## src/timer_mode_defs.svh

```systemverilog
`ifndef TIMER_MODE_DEFS_SVH
`define TIMER_MODE_DEFS_SVH

// Register byte offsets on the AXI4-Lite port.
`define OFS_PRESCALER 8'h00
`define OFS_CH0_MODE 8'h04
`define OFS_CH3_MODE 8'h08
`define OFS_SW_START 8'h0c
`define OFS_CH0_DATA 8'h10
`define OFS_CH3_DATA 8'h14
`define OFS_STATUS 8'h18
`define OFS_COUNTERS 8'h1c
`define OFS_CAPTURES 8'h20

// Writable bits of the two mode registers; bit 11 exists on channel 3 only.
`define MODE_WMASK_CH0 16'hd7cf
`define MODE_WMASK_CH3 16'hdfcf

// Reset values.
`define MODE_RESET 16'h0000
`define PRESCALER_RESET 16'h0000
`define DATA_RESET 16'h0000

// Prescaler length: tap field value 15 divides by two to the fifteenth.
`define PRESCALER_BITS 15

// Split operation keeps the counter to its low byte.
`define SPLIT_MASK 16'h00ff
`define FULL_MASK 16'hffff

// Bus responses.
`define RESP_OKAY 2'b00
`define RESP_SLVERR 2'b10

`endif

```

## src/timer_mode_pkg.sv

```systemverilog
package timer_mode_pkg;

	// Layout of one channel mode register, bit 15 first.
	typedef struct packed {
		logic [1:0] opclk_sel;
		logic rsv13;
		logic count_src_sel;
		logic width_split;
		logic [2:0] trig_sel;
		logic [1:0] edge_sel;
		logic [1:0] rsv5_4;
		logic [2:0] mode_field;
		logic mode_low_bit;
	} mode_reg_t;

	typedef enum logic [2:0] {
		MODE_INTERVAL = 3'b000,
		MODE_CAPTURE = 3'b001,
		MODE_EVENT = 3'b010,
		MODE_ONE_COUNT = 3'b011,
		MODE_CAP_ONE = 3'b100,
		MODE_BAD = 3'b111
	} op_mode_t;

	typedef enum logic [2:0] {
		TRIG_SOFT = 3'b000,
		TRIG_EDGE = 3'b001,
		TRIG_BOTH = 3'b010,
		TRIG_MASTER = 3'b100
	} trig_t;

	// Per-channel state as seen by software.
	typedef struct packed {
		logic counting;
		logic irq;
		logic out;
		logic prohibited;
	} chan_stat_t;

	// Maps the four mode bits to an operating mode or to MODE_BAD.
	function automatic op_mode_t decode_mode(input mode_reg_t r);
		case ({r.mode_field, r.mode_low_bit})
			4'h0, 4'h1: decode_mode = MODE_INTERVAL;
			4'h4, 4'h5: decode_mode = MODE_CAPTURE;
			4'h6: decode_mode = MODE_EVENT;
			4'h8, 4'h9: decode_mode = MODE_ONE_COUNT;
			4'hc: decode_mode = MODE_CAP_ONE;
			default: decode_mode = MODE_BAD;
		endcase
	endfunction

	// True when the trigger field holds one of the four usable codes.
	function automatic logic trig_ok(input mode_reg_t r);
		trig_ok = (r.trig_sel == TRIG_SOFT) || (r.trig_sel == TRIG_EDGE) ||
			(r.trig_sel == TRIG_BOTH) || (r.trig_sel == TRIG_MASTER);
	endfunction

endpackage
```

## src/timer_channel.sv

```systemverilog
`timescale 1ns/1ps
`default_nettype none
`include "timer_mode_defs.svh"

module timer_channel
(
	input wire logic clk,
	input wire logic rst_n,
	input wire timer_mode_pkg::mode_reg_t cfg,
	input wire logic [15:0] reload,
	input wire logic tick,
	input wire logic sw_start,
	input wire logic hw_trig,
	output logic [15:0] count,
	output logic [15:0] capture,
	output timer_mode_pkg::chan_stat_t stat
);

	timer_mode_pkg::op_mode_t op;
	logic valid, start, low, up_mode;
	logic idle_start, retrig, cap_ev, tick_ev, expire, start_irq;
	logic [15:0] mask, count_q, cap_q;
	logic counting_q, irq_q, out_q;

	// Mode decode and the events that move the counter.
	always_comb
	begin
		op = timer_mode_pkg::decode_mode(cfg);
		valid = (op != timer_mode_pkg::MODE_BAD) &&
			timer_mode_pkg::trig_ok(cfg);
		low = cfg.mode_low_bit;
		mask = cfg.width_split ? `SPLIT_MASK : `FULL_MASK;
		up_mode = (op == timer_mode_pkg::MODE_CAPTURE) ||
			(op == timer_mode_pkg::MODE_CAP_ONE);
		start = sw_start | hw_trig;
		idle_start = valid && start && !counting_q;
		retrig = valid && start && counting_q &&
			(op == timer_mode_pkg::MODE_ONE_COUNT) && low;
		cap_ev = valid && start && counting_q && up_mode;
		tick_ev = valid && counting_q && tick && !retrig && !cap_ev;
		expire = tick_ev && !up_mode && ((count_q & mask) == 16'h0000);
		start_irq = idle_start && low && !up_mode ? 
			(op == timer_mode_pkg::MODE_INTERVAL) :
			idle_start && low && (op == timer_mode_pkg::MODE_CAPTURE);
	end

	// Counter: down in interval, event and one-count, up in capture modes.
	always_ff @(posedge clk or negedge rst_n)
	begin
		if (!rst_n)
			count_q <= 16'h0000;
		else if (idle_start || retrig || cap_ev)
			count_q <= up_mode ? 16'h0000 : (reload & mask);
		else if (tick_ev && up_mode)
			count_q <= (count_q + 16'h0001) & mask;
		else if (expire)
			count_q <= reload & mask;
		else if (tick_ev)
			count_q <= (count_q - 16'h0001) & mask;
	end

	// Counting flag; a bad setting parks the channel until fixed.
	always_ff @(posedge clk or negedge rst_n)
	begin
		if (!rst_n)
			counting_q <= 1'b0;
		else if (!valid)
			counting_q <= 1'b0;
		else if (idle_start)
			counting_q <= 1'b1;
		else if (cap_ev && op == timer_mode_pkg::MODE_CAP_ONE)
			counting_q <= 1'b0;
		else if (expire && op == timer_mode_pkg::MODE_ONE_COUNT)
			counting_q <= 1'b0;
	end

	// Interrupt pulse, output toggle and captured value.
	always_ff @(posedge clk or negedge rst_n)
	begin
		if (!rst_n)
		begin
			irq_q <= 1'b0;
			out_q <= 1'b0;
			cap_q <= 16'h0000;
		end
		else
		begin
			irq_q <= start_irq || retrig || cap_ev || expire;
			if (start_irq || expire)
				out_q <= !out_q;
			if (cap_ev)
				cap_q <= count_q;
		end
	end

	assign count = count_q;
	assign capture = cap_q;
	assign stat = '{counting: counting_q, irq: irq_q, out: out_q,
		prohibited: !valid};
endmodule
`default_nettype wire

```

## src/timer_channel_mode_config.sv

```systemverilog
// Decided for this implementation: register access over AXI4-Lite and the placing of the registers.
`timescale 1ns/1ps
`default_nettype none
`include "timer_mode_defs.svh"

module timer_channel_mode_config
(
	input wire logic SYS_CLK,
	input wire logic RESET_N,
	input wire logic [7:0] AWADDR,
	input wire logic AWVALID,
	output logic AWREADY,
	input wire logic [31:0] WDATA,
	input wire logic [3:0] WSTRB,
	input wire logic WVALID,
	output logic WREADY,
	output logic [1:0] BRESP,
	output logic BVALID,
	input wire logic BREADY,
	input wire logic [7:0] ARADDR,
	input wire logic ARVALID,
	output logic ARREADY,
	output logic [31:0] RDATA,
	output logic [1:0] RRESP,
	output logic RVALID,
	input wire logic RREADY,
	input wire logic CH0_TIMER_INPUT,
	input wire logic CH3_TIMER_INPUT,
	output logic CH0_TIMER_OUT,
	output logic CH3_TIMER_OUT,
	output logic CH0_TIMER_INT,
	output logic CH3_TIMER_INT
);

	// Index 0 is channel 0 and index 1 is channel 3 throughout.
	localparam int NCH = 2;
	localparam int PW = `PRESCALER_BITS;

	logic [15:0] prescaler_select_q;
	logic [15:0] mode_q [NCH];
	logic [15:0] data_q [NCH];
	logic [NCH-1:0] sw_start_q;
	logic [PW-1:0] presc_q;
	logic [3:0] tap_en;
	logic [NCH-1:0] pin, sync1_q, sync2_q, prev_q;
	logic [NCH-1:0] rise, fall, valid_edge, hw_trig, count_en;
	timer_mode_pkg::mode_reg_t cfg [NCH];
	timer_mode_pkg::chan_stat_t stat [NCH];
	logic [15:0] count [NCH];
	logic [15:0] capture [NCH];
	logic [7:0] aw_addr_q;
	logic aw_have_q;
	logic [31:0] w_data_q;
	logic [3:0] w_strb_q;
	logic w_have_q;
	logic do_write;

	// Whether an address names a register of this block.
	function automatic logic reg_known(input logic [7:0] a);
		case (a)
			`OFS_PRESCALER, `OFS_CH0_MODE, `OFS_CH3_MODE, `OFS_SW_START,
			`OFS_CH0_DATA, `OFS_CH3_DATA, `OFS_STATUS, `OFS_COUNTERS,
			`OFS_CAPTURES: reg_known = 1'b1;
			default: reg_known = 1'b0;
		endcase
	endfunction

	// Merges a 16-bit register with the two low byte lanes of a write.
	function automatic logic [15:0] merge16(input logic [15:0] old,
		input logic [31:0] wd, input logic [3:0] st);
		merge16 = {st[1] ? wd[15:8] : old[15:8], st[0] ? wd[7:0] : old[7:0]};
	endfunction

	// True on the cycles where a tap whose field is sel fires.
	function automatic logic tap_pulse(input logic [PW-1:0] cnt,
		input logic [3:0] sel);
		logic [15:0] m;
		m = (16'h0001 << sel) - 16'h0001;
		tap_pulse = ({1'b0, cnt} & m) == m;
	endfunction

	// Operation clock select: the two bits pick the tap in swapped order.
	function automatic logic [1:0] opclk_tap(input logic [1:0] sel);
		opclk_tap = {sel[0], sel[1]};
	endfunction

	// AXI4-Lite write side: address and data are latched in either order.
	assign AWREADY = !aw_have_q && !BVALID;
	assign WREADY = !w_have_q && !BVALID;
	assign do_write = aw_have_q && w_have_q && !BVALID;

	always_ff @(posedge SYS_CLK or negedge RESET_N)
	begin
		if (!RESET_N)
		begin
			aw_have_q <= 1'b0;
			aw_addr_q <= 8'h00;
		end
		else if (AWVALID && AWREADY)
		begin
			aw_have_q <= 1'b1;
			aw_addr_q <= AWADDR;
		end
		else if (do_write)
			aw_have_q <= 1'b0;
	end

	always_ff @(posedge SYS_CLK or negedge RESET_N)
	begin
		if (!RESET_N)
		begin
			w_have_q <= 1'b0;
			w_data_q <= 32'h00000000;
			w_strb_q <= 4'h0;
		end
		else if (WVALID && WREADY)
		begin
			w_have_q <= 1'b1;
			w_data_q <= WDATA;
			w_strb_q <= WSTRB;
		end
		else if (do_write)
			w_have_q <= 1'b0;
	end

	// Write response; unmapped addresses answer with a slave error.
	always_ff @(posedge SYS_CLK or negedge RESET_N)
	begin
		if (!RESET_N)
		begin
			BVALID <= 1'b0;
			BRESP <= `RESP_OKAY;
		end
		else if (do_write)
		begin
			BVALID <= 1'b1;
			BRESP <= reg_known(aw_addr_q) ? `RESP_OKAY : `RESP_SLVERR;
		end
		else if (BREADY)
			BVALID <= 1'b0;
	end

	// Configuration registers. The mask keeps reserved bits at zero and
	// pins bit 11 of channel 0, which has no split function.
	always_ff @(posedge SYS_CLK or negedge RESET_N)
	begin
		if (!RESET_N)
		begin
			prescaler_select_q <= `PRESCALER_RESET;
			mode_q[0] <= `MODE_RESET;
			mode_q[1] <= `MODE_RESET;
			data_q[0] <= `DATA_RESET;
			data_q[1] <= `DATA_RESET;
		end
		else if (do_write)
		begin
			case (aw_addr_q)
				`OFS_PRESCALER: prescaler_select_q <=
					merge16(prescaler_select_q, w_data_q, w_strb_q);
				`OFS_CH0_MODE: mode_q[0] <= merge16(mode_q[0], w_data_q,
					w_strb_q) & `MODE_WMASK_CH0;
				`OFS_CH3_MODE: mode_q[1] <= merge16(mode_q[1], w_data_q,
					w_strb_q) & `MODE_WMASK_CH3;
				`OFS_CH0_DATA: data_q[0] <=
					merge16(data_q[0], w_data_q, w_strb_q);
				`OFS_CH3_DATA: data_q[1] <=
					merge16(data_q[1], w_data_q, w_strb_q);
				default: ;
			endcase
		end
	end

	// Software start is a one-cycle strobe; it never lingers as a level.
	always_ff @(posedge SYS_CLK or negedge RESET_N)
	begin
		if (!RESET_N)
			sw_start_q <= '0;
		else if (do_write && aw_addr_q == `OFS_SW_START && w_strb_q[0])
			sw_start_q <= w_data_q[NCH-1:0];
		else
			sw_start_q <= '0;
	end

	// Read side: one read at a time, data registered on acceptance.
	assign ARREADY = !RVALID;

	always_ff @(posedge SYS_CLK or negedge RESET_N)
	begin
		if (!RESET_N)
		begin
			RVALID <= 1'b0;
			RDATA <= 32'h00000000;
			RRESP <= `RESP_OKAY;
		end
		else if (ARVALID && ARREADY)
		begin
			RVALID <= 1'b1;
			RRESP <= reg_known(ARADDR) ? `RESP_OKAY : `RESP_SLVERR;
			case (ARADDR)
				`OFS_PRESCALER: RDATA <= {16'h0000, prescaler_select_q};
				`OFS_CH0_MODE: RDATA <= {16'h0000, mode_q[0]};
				`OFS_CH3_MODE: RDATA <= {16'h0000, mode_q[1]};
				`OFS_CH0_DATA: RDATA <= {16'h0000, data_q[0]};
				`OFS_CH3_DATA: RDATA <= {16'h0000, data_q[1]};
				`OFS_STATUS: RDATA <= {24'h000000, stat[1], stat[0]};
				`OFS_COUNTERS: RDATA <= {count[1], count[0]};
				`OFS_CAPTURES: RDATA <= {capture[1], capture[0]};
				default: RDATA <= 32'h00000000;
			endcase
		end
		else if (RREADY)
			RVALID <= 1'b0;
	end

	// Free-running prescaler; each tap fires one cycle in 2^field.
	always_ff @(posedge SYS_CLK or negedge RESET_N)
	begin
		if (!RESET_N)
			presc_q <= '0;
		else
			presc_q <= presc_q + 1'b1;
	end

	genvar t;
	generate
		for (t = 0; t < 4; t++)
		begin : g_tap
			assign tap_en[t] = tap_pulse(presc_q,
				prescaler_select_q[4*t +: 4]);
		end
	endgenerate

	assign pin = {CH3_TIMER_INPUT, CH0_TIMER_INPUT};

	// Pin synchronisers; the first stage feeds only the second.
	always_ff @(posedge SYS_CLK or negedge RESET_N)
	begin
		if (!RESET_N)
		begin
			sync1_q <= '0;
			sync2_q <= '0;
			prev_q <= '0;
		end
		else
		begin
			sync1_q <= pin;
			sync2_q <= sync1_q;
			prev_q <= sync2_q;
		end
	end

	genvar c;
	generate
		for (c = 0; c < NCH; c++)
		begin : g_ch
			assign cfg[c] = timer_mode_pkg::mode_reg_t'(mode_q[c]);
			assign rise[c] = sync2_q[c] && !prev_q[c];
			assign fall[c] = !sync2_q[c] && prev_q[c];

			// Edge field: 00 falling, 01 rising, others both edges.
			always_comb
			begin
				case (cfg[c].edge_sel)
					2'b00: valid_edge[c] = fall[c];
					2'b01: valid_edge[c] = rise[c];
					default: valid_edge[c] = rise[c] || fall[c];
				endcase
			end

			// Hardware trigger source; a prohibited code gives none.
			always_comb
			begin
				case (cfg[c].trig_sel)
					timer_mode_pkg::TRIG_EDGE: hw_trig[c] = valid_edge[c];
					timer_mode_pkg::TRIG_BOTH:
						hw_trig[c] = rise[c] || fall[c];
					timer_mode_pkg::TRIG_MASTER:
						hw_trig[c] = (c != 0) && stat[0].irq;
					default: hw_trig[c] = 1'b0;
				endcase
			end

			// Count clock: selected tap or the channel's own pin edges.
			assign count_en[c] = cfg[c].count_src_sel ? valid_edge[c] :
				tap_en[opclk_tap(cfg[c].opclk_sel)];

			timer_channel u_chan
			(
				.clk(SYS_CLK),
				.rst_n(RESET_N),
				.cfg(cfg[c]),
				.reload(data_q[c]),
				.tick(count_en[c]),
				.sw_start(sw_start_q[c]),
				.hw_trig(hw_trig[c]),
				.count(count[c]),
				.capture(capture[c]),
				.stat(stat[c])
			);
		end
	endgenerate

	assign CH0_TIMER_OUT = stat[0].out;
	assign CH3_TIMER_OUT = stat[1].out;
	assign CH0_TIMER_INT = stat[0].irq;
	assign CH3_TIMER_INT = stat[1].irq;
endmodule
`default_nettype wire

```

## config.mk

```make
export PLATFORM = sky130hd
export DESIGN_NAME = timer_channel_mode_config
export DESIGN_NICKNAME = d
export VERILOG_FILES = /design/src/timer_mode_pkg.sv /design/src/timer_channel.sv /design/src/timer_channel_mode_config.sv
export VERILOG_INCLUDE_DIRS = /design/src
export SDC_FILE = /design/constraint.sdc
export NUM_CORES = 1
export LEC_CHECK = 0
export ABC_AREA = 1
export BUFFER_PORTS_ARGS = -buffer_cell sky130_fd_sc_hd__buf_2
export CORE_ASPECT_RATIO = 1.2
export CORE_UTILIZATION = 57
export DETAILED_ROUTE_END_ITERATION = 16
export GPL_TIMING_DRIVEN = 0
export HOLD_SLACK_MARGIN = 0.02
export MAX_ROUTING_LAYER = met4
export PLACE_DENSITY = 0.73
export SYNTH_ARGS = -nofsm -noshare
export SYNTH_HDL_FRONTEND = slang
export SYNTH_SLANG_ARGS = --single-unit
```

## constraint.sdc

```tcl
create_clock -name SYS_CLK -period 4.8 [get_ports SYS_CLK]
set_input_delay 0.72 -clock SYS_CLK [delete_from_list [all_inputs] [get_ports SYS_CLK]]
set_output_delay 0.72 -clock SYS_CLK [all_outputs]
set_load 0.02 [all_outputs]
```

# After elaboration in Yosys (flattened, before gate mapping)
# Memories as Yosys holds them, arrays and structs flattened.
# Index checks and enable logic that the tools add are counted.
[word_totals] regBits=232 latchBits=0 mem_bits_rw=0 romBits=96 memories=2
[classes] addsub=9 multipliers=0 div=0 order_cmp=2 n_eq_ne=38 n_shift=4 muxes=46 bitwise=10 reduce_logical=121
[mem_list] memory="(no name shown)" depth=16 width=3 read_ports=1 rd_ports_with_merged_regs=0 wr=0 line="timer_mode_pkg.sv:42" text="case ({r.mode_field, r.mode_low_bit})"
[mem_list] memory="(no name shown)" depth=16 width=3 read_ports=1 rd_ports_with_merged_regs=0 wr=0 line="timer_mode_pkg.sv:42"
[op_table] cell="$pmux W32 S8" count=1
[op_table] cell="$mux W16" count=11
[op_table] cell="$sub A16 B1 Y16 const B" count=6
[op_table] cell="$and A15 B16 Y16" count=4
[op_table] cell="$and A16 B16 Y16" count=4
[op_table] cell="$eq A16 B16 Y1" count=4
[op_table] cell="$eq A8 B5 Y1 const B" count=8
[op_table] cell="$shl A1 B4 Y16 const A" count=4
[op_table] cell="$logic_and A1 B1 Y1" count=51
[op_table] cell="$add A16 B1 Y16 const B" count=2
[op_table] cell="$eq A8 B4 Y1 const B" count=4
[op_table] cell="$logic_not A16 Y1" count=2
[op_table] cell="$reduce_and A3 Y1" count=10
[op_table] cell="$mux W1" count=25
[op_table] cell="$logic_or A1 B1 Y1" count=22
[op_table] cell="$logic_not A1 Y1" count=20
[op_table] cell="$reduce_or A9 Y1" count=2
[op_table] cell="$eq A8 B3 Y1 const B" count=2
[op_table] cell="$eq A8 B6 Y1 const B" count=2
[op_table] cell="$logic_not A8 Y1" count=2
[op_table] cell="$add A15 B1 Y15 const B" count=1
[op_table] cell="$eq A3 B1 Y1 const B" count=4
[op_table] cell="$eq A3 B2 Y1 const B" count=4
[op_table] cell="$eq A3 B3 Y1 const B" count=4
[op_table] cell="other kinds (13)" count=31

# Longest topological paths before layout
[depth] depth_word=20 depth_mapped=26 depth_no_buf=22

# By module
# A second synthesis with hierarchy kept.
[unflattened] hier_cells=1999 area_unflattened_um2=14323.7
[by_module_without_submodules] module="timer_channel_mode_config" instances=1 cells_per_inst=1119 area_per_inst_um2=8490.6
[by_module_without_submodules] module="timer_channel" instances=2 cells_per_inst=440 area_per_inst_um2=2916.5

# Worst setup path after synthesis
# Ideal clock, no wire load.
[synth_timing] path_kind="register -> register" start="reg prescaler_select_q[10]" end="reg g_ch[0].u_chan.count_q[1]" setup_ns=0.117 arrival_time_ns=2.508 required_time_ns=4.683 slack_ns=2.176 stages_incl_launch_ff=23 n_path_buf=3 synth_period_minus_slack_ns=2.624 path_cell_list="dfrtp_1 > buf_2 > nor2_4 > inv_1 > nor2_1 > inv_1 > ha_1 > clkbuf_1 > nand2_1 > o21ai_0 > nand3_1 > nand2_1 > nor2_1 > nand3_1 > nand2_1 > nand3_1 > nand3_2 > nand3_2 > buf_2 > nand2_1 > o211ai_2 > nand2_1 > nand2_1"
[synth_via] elab_chain_len=15 word_cells_on_any_way=17 classes_between="add/sub: 1; eq/ne: 1; shift: 1; mux: 6; bitwise: 1; reduce/logical: 7"
[synth_rtl] element="from (decl)" line="timer_channel_mode_config.sv:39" text="logic [15:0] prescaler_select_q;"
[synth_rtl] element="from (signal assigned)" line="timer_channel_mode_config.sv:149" text="prescaler_select_q <= `PRESCALER_RESET;"
[synth_rtl] element="from (signal assigned)" line="timer_channel_mode_config.sv:158" text="`OFS_PRESCALER: prescaler_select_q <="
[synth_rtl] element="$shl A1 B4 Y16 *" line="timer_channel_mode_config.sv:78" text="m = (16'h0001 << sel) - 16'h0001;"
[synth_rtl] element="$sub A16 B1 Y16 *" line="timer_channel_mode_config.sv:78"
[synth_rtl] element="$and A15 B16 Y16" line="timer_channel_mode_config.sv:79" text="tap_pulse = ({1'b0, cnt} & m) == m;"
[synth_rtl] element="$eq A16 B16 Y1 *" line="timer_channel_mode_config.sv:79"
[synth_rtl] element="$bmux W1 S2 *" line="timer_channel_mode_config.sv:285" text="tap_en[opclk_tap(cfg[c].opclk_sel)];"
[synth_rtl] element="$mux W1 (implied by the code) *" line="timer_channel_mode_config.sv:285"
[synth_rtl] element="$mux W1 *" line="timer_channel_mode_config.sv:284" text="assign count_en[c] = cfg[c].count_src_sel ? valid_edge[c] :"
[synth_rtl] element="$logic_and A1 B1 Y1 * (3 in a row)" line="timer_channel.sv:40" text="tick_ev = valid && counting_q && tick && !retrig && !cap_ev;"
[synth_rtl] element="$logic_and A1 B1 Y1 (2 in a row)" line="timer_channel.sv:41" text="expire = tick_ev && !up_mode && ((count_q & mask) == 16'h0000);"
[synth_rtl] element="$mux W16" line="timer_channel.sv:56" text="else if (expire)"
[synth_rtl] element="$mux W16" line="timer_channel.sv:54" text="else if (tick_ev && up_mode)"
[synth_rtl] element="$mux W16" line="timer_channel.sv:52" text="else if (idle_start || retrig || cap_ev)"
[synth_rtl] element="to (signal assigned)" line="timer_channel.sv:53" text="count_q <= up_mode ? 16'h0000 : (reload & mask);"
[synth_rtl] element="to (signal assigned)" line="timer_channel.sv:55" text="count_q <= (count_q + 16'h0001) & mask;"
[synth_rtl] element="to (signal assigned)" line="timer_channel.sv:57" text="count_q <= reload & mask;"
[synth_rtl] element="to (decl)" line="timer_channel.sv:22" text="logic [15:0] mask, count_q, cap_q;"
# Every way passes the cells marked *; elsewhere a longest branch is shown, timed or not. The select of a mux whose other input is x is not followed.
# A chain may end at the register's enable or synchronous reset.

# Worst setup path after layout
[layout_timing] start="reg prescaler_select_q[8]" end="reg g_ch[0].u_chan.count_q[8]"
# The elaborated chain is that of the path after synthesis.

==> impl_metrics.yaml <==
floorplanning:
  floorplan.die.width_um: 146
  initial_core_util: 0.585
  fp.dieH_um: 174
  core_area_mm2: 0.0241
  fp.dieArea_mm2: 0.0254
  rows: 62
  design.portCount: 106
timing:
  layout_min_cycle_time_ps: 3540
  setup_viol_count_final: 0
  part_of_the_cycle_the_worst_path_needs: 0.738
  total_count_of_max_transition_violations_in_the_final_report: 0
  worst_clock_skew_ps: 25.8
  relSlewSlack: 0.351
  worst_pin_slew_ps: 965
  finalHoldViolations: 0
  postLayoutSetupSlackWorst_ps: 1260
  setup_repair_after_global_routing_missed_its_margin: "no"
  fmax_mhz: 282
  finalSetupTns_ps: 0
clocking:
  count_of_instances_resized_after_the_clock_tree_is_built: 0
  cts_tree: "done"
  cts.htree.levels: 1
  worstSkewPairLatency_ps: 560
  clkSinkCount: 230
  numCtsBuffers: 26
  clk_path_buf_depth: 3
  worst_setup_hold_path_clk_slew_ps: 70
  cts_root_buf: "clkbuf_16"
  hold_buffers: 0
  post_cts_setup_repair_bufs: 0
synthesis:
  netlist_top_cells_area: "dfrtp_1 41%, nand2_1 15%, inv_1 6.5%, o21ai_0 6.2%, nor2_1 5.3%"
  synth_cell_types: 55
  synth_cells: 2000
  postSynth.topFlopCell: "dfrtp_1"
  synth-seq-cells: 230
  postSynthAreaPerCell_um2: 7.06
  yosys.area.top_type: "dfrtp_1"
  count_of_flip_flops_with_a_built_in_enable_after_synthesis: 0
  synth_seq_area_share: 0.408
  postSynth.asyncResetShare: 1.00
  synthDominantCellAreaShare: 0.408
  netlist_area_mm2: 0.0141
  yosys_warnings: 0
worst_hold_path:
  worstHoldPathType: "primary input to async pin"
place:
  gpl.final_weighted_congestion: 0.967
  port_buffer_cells: 85
  dp_worst_setup_slack_ps: 1360
  place.detailed.hpwl_mm: 33.6
critical_path:
  worstReg2RegEnd: "g_ch[0].u_chan.count[8]"
  critical_path_peak_fanout: 10
  register_to_register_setup_slack_ps: 1260
  required_ps: 5290
  reg2reg_from: "prescaler_select_q[8]"
  timing.setup.critical_path_class: "register to register"
  critical-path-top-delay-family: "simple AND/OR/NAND/NOR gates"
  r2r.worst_path.cells: 22
  critical_path.endpoint_type: "register"
  worst-endpoint-arrival_ps: 4030
  timing.critical_path.slowest_stage_cell: "dfrtp_1"
  crit_end: "g_ch[0].u_chan.count[8]"
  slowest_delay_ps: 470
  crit_path_cell_trace: "nor2_1 > inv_1 > nor2_1 > inv_1 > ha_1 > clkbuf_1 > nand2_1 > o21ai_0 > nand3_1 > nand2_1 > nor2_1 > nand3_1 > nand2_1 > nand3_1 > nand3_2 > buf_4 > nand3_2 > nor2_1 > nor2_1 > nand2_1 > nand2_1 > nand2_1"
  critical_path_cell_count: 22
  critical_path.startpoint_type: "register"
  cp-startpoint: "prescaler_select_q[8]"
  crit_buf_inv: 4
  critPathMostFrequentCell: "nand2_1"
cells_and_area:
  most_common_cell_after_layout_fill_and_taps_aside: "nand2_1"
  drive_above_1_share: 0.0970
  area_delta_synth_final_pct: 12.7
  utilization: 0.660
  mostFrequentLayoutCells: "568 x nand2_1, 245 x inv_1, 230 x dfrtp_1, 199 x nor2_1, 176 x o21ai_0"
  nets: 2189
detailed_routing:
  drtIter0Drc: 1154
  drt-vias-per-instance: 5.77
  route.final.wire_length_mm: 45.0
  detail_route.drc_violations: 0
  detail_route.wl_per_cell_um: 18.3
  drt_first_pass_iters: 5
  vias: 14200
  drtAntennaViolNets: 0
job:
  drv_cap: 0
run_status:
  outcome: "finished, final reports clean"
power:
  cell_internal_power_mw: 4.70
  power_frac_clock: 0.254
  totalPowerFinal_mw: 8.43
  pwr_cell_area_mw_per_mm2: 530
  sw_frac_of_total: 0.442
  power.leakage_nw: 8.01
  power.combinational.fraction: 0.447
  sw_power_mw: 3.72
  sequentialPowerShare: 0.299
  peakVddDrop_uv: 419
grt:
  gr-usage-all-layers: 0.369
  antenna_found_initial: 0
  grt_start_max_net_pins: 120
  number_of_global_route_vias_before_repair: 13400
  grt_first_pass_wirelength_mm: 71.5
  globalRouteOverflowTotal: 0
per-layer routing:
layer / GRT usage / share of wire / vias to the layer above
li1: - / - / 6731
met1: 0.452 / 0.40 / 6697
met2: 0.604 / 0.48 / 572
met3: 0.0409 / 0.061 / 173
met4: 0.190 / 0.057 / 0
met5: - / 0 / -
final cells by class:
cell class                      instances  area [um^2]
Tap cell                              320          400
Timing Repair Buffer                   86          463
Inverter                              256          961
Clock buffer                           33          717
Clock inverter                         15          206
Fill cell                            2205         8210
Antenna cell                            1         2.50
Sequential cell                       230         5760
Multi-Input combinational cell       1429         7000
Buffer                                 86          408
sequential cells by signal, summed over array words and instances (netlist names), 2 cells and up:
signal,flops
sw_start_q,2
prev_q,2
g_ch.u_chan.counting_q,2
aw_addr_q,8
g_ch.u_chan.out_q,2
sync2_q,2
cfg,25
w_strb_q,2
sync1_q,2
g_ch.u_chan.count,32
g_ch.u_chan.capture,32
w_data_q,16
g_ch.u_chan.irq_q,2
prescaler_select_q,16
data_q,32
RDATA,32
presc_q,15
power groups by stage:
stage / sequential [mW] / combinational, mW / clock (mW)
2_1_floorplan: 2.48 / 2.67 / 0
3_3_place_gp: 2.54 / 3.62 / 0
3_5_place_dp: 2.55 / 3.68 / 0
4_1_cts: 2.51 / 3.70 / 2.14
5_1_grt: 2.55 / 4.16 / 2.22
6_report: 2.52 / 3.77 / 2.14
through the flow:
step	std cells	instance area (um^2)	hold slack (ps)
6_report	2456	15900	178
5_1_grt	2455	15900	267
4_1_cts	2455	15900	252
3_5_place_dp	2407	15000	338
3_3_place_gp	2406	14900	332
2_1_floorplan	2001	14100	331
cell usage after synthesis (all sizes together), types with 13 or more instances:
library cell  count
nor2            209
inv             252
buf              29
nand4            64
xor2             54
a21oi            57
nand3           138
nor3             28
o21ai           182
nand2           570
dfrtp           230
clkbuf           57
o22ai            23
ha               13
worst register-to-register path: stages (launching register included):
cell and delay [ps]:
dfrtp_1 470, nor2_1 260, inv_1 90, nor2_1 140, inv_1 60, ha_1 180, clkbuf_1 180, nand2_1 190
o21ai_0 100, nand3_1 90, nand2_1 70, nor2_1 100, nand3_1 150, nand2_1 120, nand3_1 120, nand3_2 220
buf_4 250, nand3_2 140, nor2_1 290, nor2_1 90, nand2_1 60, nand2_1 40, nand2_1 50
how the worst min path moves through the flow:
stage	slack [ps]	endpoint	start	cells after the start
finish	180	presc_q[11]	RESET_N	1
global route	270	sync1_q[0]	CH0_TIMER_INPUT	1
CTS	250	presc_q[14]	RESET_N	1
detailed placement	340	sync2_q[1]	sync1_q[1]	0
global placement	330	sync2_q[0]	sync1_q[0]	0
floorplan	330	sync2_q[0]	sync1_q[0]	0
cell families after synthesis:
group                      share of synthesized area
DFF                                            0.408
and+or+nand+nor                                0.313
adders and majority gates                     0.0122
muxes                                        0.00638
xor gates and xnor gates                      0.0335
AOI/OAI and AO/OA                              0.130
buffers and inverters                         0.0969
other                                       0.000266
Power figures use the tool's default switching activity.
